===== config.mk =====
export PLATFORM = sky130hd
export DESIGN_NAME = serial_pin_and_priority_control
export DESIGN_NICKNAME = d
export VERILOG_FILES = /design/src/rtl/serial_pin_pkg.sv /design/src/rtl/serial_pin_sync.sv /design/src/rtl/serial_pin_mux.sv /design/src/rtl/serial_pin_and_priority_control.sv
export SDC_FILE = /design/constraint.sdc
export NUM_CORES = 1
export LEC_CHECK = 0
export BUFFER_PORTS_ARGS = -buffer_cell sky130_fd_sc_hd__buf_2
export CAP_MARGIN = 20
export CORE_ASPECT_RATIO = 1.5
export CORE_MARGIN = 2
export CORE_UTILIZATION = 25
export CTS_BUF_LIST = sky130_fd_sc_hd__clkbuf_16
export CTS_CLUSTER_SIZE = 40
export DETAILED_ROUTE_END_ITERATION = 8
export GPL_TIMING_DRIVEN = 0
export PLACE_DENSITY = 0.53
export SLEW_MARGIN = 20
export SYNTH_ARGS = -nofsm -noshare
export SYNTH_HDL_FRONTEND = slang
export SYNTH_SLANG_ARGS = --single-unit

===== constraint.sdc =====
create_clock -name sys_clk -period 0.8 [get_ports sys_clk]
set_clock_uncertainty 0.05 [all_clocks]
set_input_delay 0.04 -clock sys_clk [delete_from_list [all_inputs] [get_ports sys_clk]]
set_output_delay 0.04 -clock sys_clk [all_outputs]
set_load 0.01 [all_outputs]

===== src/rtl/serial_pin_pkg.sv =====
package serial_pin_pkg;

  // Register offsets
  localparam logic [15:0] pin_control_offset  = 16'h105e;
  localparam logic [15:0] priority_offset     = 16'h105f;

  // Pin control field positions
  localparam int rx_dir_bit      = 0;
  localparam int rx_func_bit     = 1;
  localparam int rx_out_bit      = 2;
  localparam int rx_in_bit       = 3;
  localparam int tx_dir_bit      = 4;
  localparam int tx_func_bit     = 5;
  localparam int tx_out_bit      = 6;
  localparam int tx_in_bit       = 7;

  // Priority field positions
  localparam int suspend_en_bit  = 4;
  localparam int rx_prio_bit     = 5;
  localparam int tx_prio_bit     = 6;
  localparam int self_test_bit   = 7;

  // Reset values
  localparam logic [7:0] pin_control_reset = 8'h00;
  localparam logic [3:0] priority_reset    = 4'h0;
  localparam logic [3:0] reserved_read     = 4'h0;

  // Per-pin general-purpose settings
  typedef struct packed {
    logic function_select;
    logic direction;
    logic output_value;
  } pin_setting_type;

  // Pad signals, enable active low
  typedef struct packed {
    logic drive;
    logic drive_enable_n;
  } pad_drive_type;

endpackage


===== src/rtl/serial_pin_sync.sv =====
`timescale 1ns/1ps
// Three-stage pin sampler; level changes once stages two and three agree
module serial_pin_sync (
  // Clock and reset
  input  wire logic sys_clk,
  input  wire logic rst,
  // Pin level
  input  wire logic pin_in,
  output logic      level
);

  logic stage1;
  logic stage2;
  logic stage3;

  always_ff @(posedge sys_clk or posedge rst) begin
    if (rst) begin
      stage1 <= 1'b0;
      stage2 <= 1'b0;
      stage3 <= 1'b0;
    end else begin
      stage1 <= pin_in;
      stage2 <= stage1;
      stage3 <= stage2;
    end
  end

  always_ff @(posedge sys_clk or posedge rst) begin
    if (rst) begin
      level <= 1'b0;
    end else if (stage2 == stage3) begin
      level <= stage3;
    end
  end

endmodule // serial_pin_sync


===== src/rtl/serial_pin_mux.sv =====
`timescale 1ns/1ps
// Selects the pad driver for one pin
module serial_pin_mux (
  // Settings
  input  wire serial_pin_pkg::pin_setting_type setting,
  // Serial side
  input  wire logic                            serial_drive,
  input  wire logic                            serial_drive_enable_n,
  // Pad
  output serial_pin_pkg::pad_drive_type        pad
);

  always_comb begin
    if (setting.function_select) begin
      pad.drive          = serial_drive;
      pad.drive_enable_n = serial_drive_enable_n;
    end else begin
      pad.drive          = setting.output_value;
      pad.drive_enable_n = ~setting.direction;
    end
  end

endmodule // serial_pin_mux


===== src/rtl/serial_pin_and_priority_control.sv =====
`timescale 1ns/1ps
// Overview of operation
// RULE1: Transmit function bit 5: 0 general I/O, 1 serial transmitter output.
// RULE2: Transmit direction bit 4 in I/O mode: 0 input, 1 output.
// RULE3: Transmit output bit 6 drives pin only in I/O mode as output.
// RULE4: Transmit input bit 7 reads live pin level in every mode.
// RULE5: Receive output bit 2 drives pin only in I/O mode as output.
// RULE6: Receive input bit 3 reads live receive pin level.
// RULE7: Priority register always readable; writes only in privileged mode.
// RULE8: Upper four priority bits reset to zero.
// RULE9: Priority bits 0 to 3 reserved; reads return zero here.
// RULE10: Suspend enable bit 4 matters only while emulator suspends.
// RULE11: Suspend: enable 0 finishes current sequence then stops; 1 freezes at once.
// RULE12: Receiver priority bit 5: 0 level 1, 1 level 2.
// RULE13: Transmitter priority bit 6: 0 level 1, 1 level 2.
// RULE14: Receive function bit 1: 0 general I/O, 1 serial receiver input.
// RULE15: Receive direction bit 0 in I/O mode: 0 input, 1 output.
// RULE16: Self-test bit 7 is a privileged stored bit without serial effect.
// RULE17: In serial function the I/O direction and data settings are ignored.
module serial_pin_and_priority_control (
  // Clock and reset
  input  wire logic        sys_clk,
  input  wire logic        rst,
  // Register port
  input  wire logic [15:0] reg_addr,
  input  wire logic [7:0]  reg_wdata,
  input  wire logic        reg_write,
  input  wire logic        reg_read,
  output logic      [7:0]  reg_rdata,
  // Processor state
  input  wire logic        privileged_mode,
  input  wire logic        emulator_suspend,
  // Serial unit side
  input  wire logic        serial_tx_data,
  input  wire logic        serial_sequence_busy,
  output logic             serial_rx_data,
  output logic             serial_run_enable,
  output logic             receive_irq_priority,
  output logic             transmit_irq_priority,
  output logic             serial_self_test_bit,
  // Transmit pin
  input  wire logic        serial_tx_pin_in,
  output logic             serial_tx_pin_out,
  output logic             serial_tx_pin_oe_n,
  // Receive pin
  input  wire logic        serial_rx_pin_in,
  output logic             serial_rx_pin_out,
  output logic             serial_rx_pin_oe_n
);

  // Stored writable bits of the pin control register
  logic                            rx_pin_direction;
  logic                            rx_pin_function_select;
  logic                            rx_pin_output_value;
  logic                            tx_pin_direction;
  logic                            tx_pin_function_select;
  logic                            tx_pin_output_value;
  // Priority register bits
  logic                            emulation_suspend_enable;
  logic                            receive_prio;
  logic                            transmit_prio;
  logic                            self_test;
  // Live pin levels
  logic                            tx_pin_input_value;
  logic                            rx_pin_input_value;
  // Suspend control
  logic                            suspended;
  logic                            next_suspended;
  logic [7:0]                      next_rdata;
  serial_pin_pkg::pin_setting_type tx_setting;
  serial_pin_pkg::pin_setting_type rx_setting;
  serial_pin_pkg::pad_drive_type   tx_pad;
  serial_pin_pkg::pad_drive_type   rx_pad;

  function automatic logic hit(input logic [15:0] addr, input logic [15:0] offset);
    hit = (addr == offset);
  endfunction

  // Pin control register writes
  always_ff @(posedge sys_clk or posedge rst) begin
    if (rst) begin
      rx_pin_direction       <= serial_pin_pkg::pin_control_reset[serial_pin_pkg::rx_dir_bit];
      rx_pin_function_select <= serial_pin_pkg::pin_control_reset[serial_pin_pkg::rx_func_bit];
      rx_pin_output_value    <= serial_pin_pkg::pin_control_reset[serial_pin_pkg::rx_out_bit];
      tx_pin_direction       <= serial_pin_pkg::pin_control_reset[serial_pin_pkg::tx_dir_bit];
      tx_pin_function_select <= serial_pin_pkg::pin_control_reset[serial_pin_pkg::tx_func_bit];
      tx_pin_output_value    <= serial_pin_pkg::pin_control_reset[serial_pin_pkg::tx_out_bit];
    end else if (reg_write && hit(reg_addr, serial_pin_pkg::pin_control_offset)) begin
      rx_pin_direction       <= reg_wdata[serial_pin_pkg::rx_dir_bit];   // [RULE15]
      rx_pin_function_select <= reg_wdata[serial_pin_pkg::rx_func_bit];  // [RULE14]
      rx_pin_output_value    <= reg_wdata[serial_pin_pkg::rx_out_bit];   // [RULE5]
      tx_pin_direction       <= reg_wdata[serial_pin_pkg::tx_dir_bit];   // [RULE2]
      tx_pin_function_select <= reg_wdata[serial_pin_pkg::tx_func_bit];  // [RULE1]
      tx_pin_output_value    <= reg_wdata[serial_pin_pkg::tx_out_bit];   // [RULE3]
    end
  end

  // Priority register; unprivileged writes dropped silently
  always_ff @(posedge sys_clk or posedge rst) begin
    if (rst) begin
      emulation_suspend_enable <= serial_pin_pkg::priority_reset[0];  // [RULE8]
      receive_prio             <= serial_pin_pkg::priority_reset[1];
      transmit_prio            <= serial_pin_pkg::priority_reset[2];
      self_test                <= serial_pin_pkg::priority_reset[3];
    end else if (reg_write && privileged_mode && hit(reg_addr, serial_pin_pkg::priority_offset)) begin  // [RULE7]
      emulation_suspend_enable <= reg_wdata[serial_pin_pkg::suspend_en_bit];
      receive_prio             <= reg_wdata[serial_pin_pkg::rx_prio_bit];
      transmit_prio            <= reg_wdata[serial_pin_pkg::tx_prio_bit];
      self_test                <= reg_wdata[serial_pin_pkg::self_test_bit];  // [RULE16]
    end
  end

  // Pin level sampling; pins are asynchronous to sys_clk
  serial_pin_sync tx_sync (
    .sys_clk (sys_clk),
    .rst     (rst),
    .pin_in  (serial_tx_pin_in),
    .level   (tx_pin_input_value)
  );

  serial_pin_sync rx_sync (
    .sys_clk (sys_clk),
    .rst     (rst),
    .pin_in  (serial_rx_pin_in),
    .level   (rx_pin_input_value)
  );

  // Pad selection
  assign tx_setting = '{function_select: tx_pin_function_select,
                        direction:       tx_pin_direction,
                        output_value:    tx_pin_output_value};
  assign rx_setting = '{function_select: rx_pin_function_select,
                        direction:       rx_pin_direction,
                        output_value:    rx_pin_output_value};

  // Transmitter always drives the pin in serial mode
  serial_pin_mux tx_mux (
    .setting               (tx_setting),
    .serial_drive          (serial_tx_data),
    .serial_drive_enable_n (1'b0),
    .pad                   (tx_pad)
  );  // [RULE1] [RULE17]

  // Receiver pin is never driven in serial mode
  serial_pin_mux rx_mux (
    .setting               (rx_setting),
    .serial_drive          (1'b0),
    .serial_drive_enable_n (1'b1),
    .pad                   (rx_pad)
  );  // [RULE14] [RULE17]

  assign serial_tx_pin_out  = tx_pad.drive;           // [RULE3]
  assign serial_tx_pin_oe_n = tx_pad.drive_enable_n;  // [RULE2]
  assign serial_rx_pin_out  = rx_pad.drive;           // [RULE5]
  assign serial_rx_pin_oe_n = rx_pad.drive_enable_n;  // [RULE15]

  // Receiver sees idle high while the pin is general-purpose
  assign serial_rx_data = rx_pin_function_select ? rx_pin_input_value : 1'b1;  // [RULE14]

  // Emulator suspend handling
  always_comb begin
    next_suspended = 1'b0;
    if (emulator_suspend) begin  // [RULE10]
      if (emulation_suspend_enable) begin
        next_suspended = 1'b1;  // [RULE11]
      end else begin
        next_suspended = suspended || !serial_sequence_busy;  // [RULE11]
      end
    end
  end

  always_ff @(posedge sys_clk or posedge rst) begin
    if (rst) begin
      suspended <= 1'b0;
    end else begin
      suspended <= next_suspended;
    end
  end

  // Freeze takes effect in the same cycle as the suspend request
  assign serial_run_enable = !(emulator_suspend && emulation_suspend_enable) && !suspended;  // [RULE11]

  assign receive_irq_priority  = receive_prio;   // [RULE12]
  assign transmit_irq_priority = transmit_prio;  // [RULE13]
  assign serial_self_test_bit  = self_test;      // [RULE16]

  // Read path, data one cycle after the strobe
  always_comb begin
    next_rdata = 8'h00;
    if (hit(reg_addr, serial_pin_pkg::pin_control_offset)) begin
      next_rdata[serial_pin_pkg::rx_dir_bit]  = rx_pin_direction;
      next_rdata[serial_pin_pkg::rx_func_bit] = rx_pin_function_select;
      next_rdata[serial_pin_pkg::rx_out_bit]  = rx_pin_output_value;
      next_rdata[serial_pin_pkg::rx_in_bit]   = rx_pin_input_value;  // [RULE6]
      next_rdata[serial_pin_pkg::tx_dir_bit]  = tx_pin_direction;
      next_rdata[serial_pin_pkg::tx_func_bit] = tx_pin_function_select;
      next_rdata[serial_pin_pkg::tx_out_bit]  = tx_pin_output_value;
      next_rdata[serial_pin_pkg::tx_in_bit]   = tx_pin_input_value;  // [RULE4]
    end else if (hit(reg_addr, serial_pin_pkg::priority_offset)) begin
      next_rdata = {self_test, transmit_prio, receive_prio, emulation_suspend_enable,
                    serial_pin_pkg::reserved_read};  // [RULE7] [RULE9]
    end
  end

  always_ff @(posedge sys_clk or posedge rst) begin
    if (rst) begin
      reg_rdata <= 8'h00;
    end else if (reg_read) begin
      reg_rdata <= next_rdata;
    end else begin
      reg_rdata <= 8'h00;
    end
  end

endmodule // serial_pin_and_priority_control


# Yosys cells after proc, flatten, opt, wreduce, memory -nomap -nowiden
# Cells that the tools add are included.
[word_totals]
reg_bits = 27
output_inout_bits = 17
word_cells = 43
[op_classes]
n_eq_ne = 4
n_mux = 8
n_bitwise = 2
n_reduce_logical = 9
[op_table]
columns = ["op", "n"]
rows = [
  ["$eq 16x13->1 const B", 2],
  ["$mux 8", 3],
  ["$logic_and 1x1->1", 5],
  ["$mux 2", 2],
  ["$logic_not 1->1", 3],
  ["$mux 1", 3],
  ["$eq 1x1->1", 2],
  ["$not 1->1", 2],
  ["$logic_or 1x1->1", 1],
]

# Logic depth before layout (Yosys ltp)
[depth]
ltp_word = 4
ltp_mapped = 4
ltp_nobuf = 4

# Cells and area by module
# From an unflattened synthesis, not the netlist that was laid out.
[unflattened]
hier_cells = 74
area_unflattened_um2 = 1081.0
[modules_own_cells]
columns = ["mod", "n_inst", "cells_each", "area_each_um2", "seq_area_each_um2"]
rows = [
  ["serial_pin_and_priority_control", 1, 56, 803.3, 475.5],
  ["serial_pin_sync", 2, 6, 115.1, 100.1],
  ["serial_pin_mux", 2, 3, 23.8, 0.0],
]

# Worst setup path after synthesis
# OpenSTA, ideal clock, no wires.
[synth_path]
path_type = "input-to-reg"
from = "input port reg_addr[14]"
to = "register rx_pin_direction"
setup_time_ns = 0.125
arrival_ns = 1.163
setup_slack_ns = -0.538
stages = 4
path_cell_list = "nor4_4 nand4_2 nor3b_4 mux2_2"
[synth_between]
elab_chain_len = 2
[synth_rtl]
columns = ["element", "line", "source"]
rows = [
  ["start, declared", "serial_pin_and_priority_control.sv:25", "input wire logic [15:0] reg_addr,"],
  ["$eq 16x13->1", "serial_pin_and_priority_control.sv:76", "hit = (addr == offset);"],
  ["$logic_and 1x1->1", "serial_pin_and_priority_control.sv:88", "end else if (reg_write && hit(reg_addr, serial_pin_pkg::pin_control_offset)) begin"],
  ["end signal, assigned", "serial_pin_and_priority_control.sv:82", "rx_pin_direction <= serial_pin_pkg::pin_control_reset[serial_pin_pkg::rx_dir_bit];"],
  ["end signal, assigned", "serial_pin_and_priority_control.sv:89", "rx_pin_direction <= reg_wdata[serial_pin_pkg::rx_dir_bit];"],
  ["end, declared", "serial_pin_and_priority_control.sv:52", "logic rx_pin_direction;"],
]
# Every way passes these cells.
# A chain may end at the register's enable or synchronous reset.

# Worst setup path in the final report
[layout_path]
from = "input port reg_addr[11]"
to = "register rx_pin_function_select"
[layout_between]
elab_chain_len = 2
[layout_rtl]
columns = ["element", "line", "source"]
rows = [
  ["$eq 16x13->1", "serial_pin_and_priority_control.sv:76", ""],
  ["$logic_and 1x1->1", "serial_pin_and_priority_control.sv:88", ""],
  ["end signal, assigned", "serial_pin_and_priority_control.sv:83", "rx_pin_function_select <= serial_pin_pkg::pin_control_reset[serial_pin_pkg::rx_func_bit];"],
  ["end signal, assigned", "serial_pin_and_priority_control.sv:90", "rx_pin_function_select <= reg_wdata[serial_pin_pkg::rx_func_bit];"],
  ["end, declared", "serial_pin_and_priority_control.sv:53", "logic rx_pin_function_select;"],
]
# Every way passes these cells.

==> flow_summary.toml <==
[status]
status = "complete, but fails checks"
failed_checks = "hold timing, setup timing"

[final_layout]
stdcell_area_mm2 = 0.00166
utilization = 0.418
syn2layout_area_growth_pct = 59.8
drive_gt1_frac = 0.659
final_common_cell = "buf_2"
layout.nets = 167
mostFrequentLayoutCells = "43 x buf_2, 27 x dfrtp_1, 10 x buf_6, 7 x mux2_4"
num_antenna_cells = 0

[worst_hold_path]
min_path_type = "primary input to async pin"

[yosys]
synth_xor_xnor_area_share = 0
synth_top_family_by_area = "simple AND/OR/NAND/NOR gates"
yosys.area_share.simple = 0.159
synth_top_flop_cell = "dfrtp_1"
synthMuxAreaShare = 0.120
netlist_instances = 68
synth_area_per_cell_um2 = 15.2
synthDistinctLibCells = 21
async_flop_share = 1.00
ys_warn_count = 0
yosys.area_share.adder = 0.0193
ys_seq_area_frac = 0.652
synth_compound_area_frac = 0.0459
synth_edf_count = 0
syn-cell-area_mm2 = 0.00104
synth_nets = 102
ys_ff_latch = 27

[cts]
cts_tree = "built"
cts_sinks = 27
h-tree-depth = 1
clk_pin_slew_ns = 0.06
postCtsHoldBufs = 4
clock_path_buffers = 2
cts_buffers = 3
cts.root.buffer_cell = "clkbuf_16"
clk_latency_ns = 0.26

[drt]
vias_per_cell = 4.37
wl_per_cell_um = 12.8
drt-total-wl_um = 2260
drtIter0Drc = 7
drc_errors = 0
via_count = 774
drtAntennaViolNets = 0
drtPass1Iterations = 2

[global_route]
grt_max_degree = 28
grt_pass1_vias = 834
grtUsageTotal = 0.102
grt_pass1_wl_um = 3750
antenna_found_initial = 0
overflow = 0

[sta]
period_needed_ns = 1.23
fin_ws_ns = -0.434
setup_tns_ns = -8.41
hold_violations = 37
relSlewSlack = 0.376
fmax_ghz = 0.810
whs_ns = -0.178
tightest_slew_ns = 0.930
finalSetupViolations = 38
timing.final.crit_share = 1.54
rsz0062_at_grt = "yes"
finalMaxSlewViolations = 0

[placement]
dpl-instance-area_mm2 = 0.00134
dpl.hpwl_um = 1640
dp_slack_ns = -0.833
port_buffers = 49
gp_congestion = 0.668

[floorplanning]
core.rowCount = 28
die_w_um = 56.6
core_area_mm2 = 0.00396
start_util = 0.262
die_h_um = 82.8
ios = 51
dieArea_mm2 = 0.00469

[power_and_ir_drop]
p_sw_frac = 0.194
p_switching_mw = 0.524
peakVddDrop_uv = 927
p_clk_frac = 0.408
leakage_nw = 0.840
internal-power_mw = 2.18
p_seq_frac = 0.523
p_per_area_mw_per_mm2 = 1630
pwr-share-comb = 0.069

[setup_path]
worst_setup_path_start_kind = "primary input"
crit_required_ns = 0.89
crit_type = "primary input to flop"
setup.worst_path.end_class = "flop"
crit_arrival_ns = 1.32
critPathMaxFanout = 6

[job]
max-cap-violations = 0
cells by family (layout without fill, tap and decap cells):
logic type                 after synthesis  after routing
DFF                                     27             27
and+or+nand+nor                         21             21
muxes                                   11             11
AOI/OAI and AO/OA                        6              6
adders and majority gates                2              2
buffers and inverters                    1             65
Yosys cell counts (2+ instances only):
cell      instances  share of area
nand2b_1          2          0.012
mux2_2           11           0.12
nor2_1            4          0.014
a22o_1            4          0.034
dfrtp_1          27           0.65
and2_1            4          0.024
maj3_1            2          0.019
sequential cells by signal, indices dropped and copies added, names as in the netlist:
signal / cells
tx_pin_output_value: 1
rx_sync.stage2: 1
tx_pin_direction: 1
rx_sync.stage3: 1
reg_rdata: 8
rx_pin_output_value: 1
tx_sync.level: 1
rx_pin_function_select: 1
tx_pin_function_select: 1
tx_sync.stage2: 1
receive_irq_priority: 1
transmit_irq_priority: 1
serial_self_test_bit: 1
emulation_suspend_enable: 1
rx_pin_direction: 1
tx_sync.stage3: 1
rx_sync.level: 1
suspended: 1
rx_sync.stage1: 1
tx_sync.stage1: 1
repair_timing:
item	4_1_cts	5_1_grt
setup endpoints to repair	37	38
pin swaps	10	8
cloned	0	0
resized for setup	16	13
endpoints found under the hold margin	40	37
setup buffers	7	0
worst paths after layout:
kind | startpoint | to | slack, ns | cells past startpoint
max | reg_addr[11] | rx_pin_function_select$_DFFE_PP0P_ | -0.43 | 6
min | rst | rx_pin_output_value$_DFFE_PP0P_ | -0.18 | 2
max reg2reg | rx_pin_function_select$_DFFE_PP0P_ | rx_pin_function_select$_DFFE_PP0P_ | -0.22 | 2
min reg2reg | tx_sync.stage1$_DFF_PP0_ | tx_sync.stage2$_DFF_PP0_ | 0.30 | 0
max in group asynchronous | rst | rx_sync.level$_DFFE_PP0N_ | 0.45 | 2
min in group sys_clk | reg_wdata[2] | rx_pin_output_value$_DFFE_PP0P_ | -0.04 | 2
area by class of cell:
type | count | area [um2]
Fill cell | 386 | 2300
Inverter | 1 | 3.75
Tap cell | 45 | 56.3
Timing Repair Buffer | 60 | 403
Multi-Input combinational cell | 40 | 437
Sequential cell | 27 | 676
Clock buffer | 3 | 75.1
Clock inverter | 1 | 5.00
through the flow:
stage | total power [mW] | cells | hold WS [ns]
2_1_floorplan | 1.48 | 68 | 0.0214
4_1_cts | 2.72 | 177 | -0.0429
3_3_place_gp | 1.58 | 162 | 0.0988
3_5_place_dp | 1.59 | 162 | 0.0994
6_report | 2.70 | 177 | -0.178
5_1_grt | 2.84 | 177 | -0.121
power groups by stage:
stage / registers, mW / logic (mW) / clock network (mW)
finish: 1.41 / 0.186 / 1.10
global route: 1.42 / 0.208 / 1.21
CTS: 1.41 / 0.180 / 1.13
detailed placement: 1.44 / 0.153 / 0
global placement: 1.43 / 0.148 / 0
floorplan: 1.43 / 0.0541 / 0
metal layers:
| metal | vias to the layer above | global-route usage | routed length [um] |
|---|---|---|---|
| li1 | 369 | - | - |
| met1 | 365 | 0.123 | 922 |
| met2 | 38 | 0.167 | 1100 |
| met3 | 2 | 0.0343 | 227 |
| met4 | 0 | 0.0325 | 13 |
| met5 | - | 0 | 0 |
worst max-delay path, stage by stage:
cell and delay, ns:
buf_2 0.10, nor3_1 0.31, nand4_2 0.18, nor3b_4 0.24, buf_12 0.16, mux2_4 0.30
(Power assumes the default switching activity.)
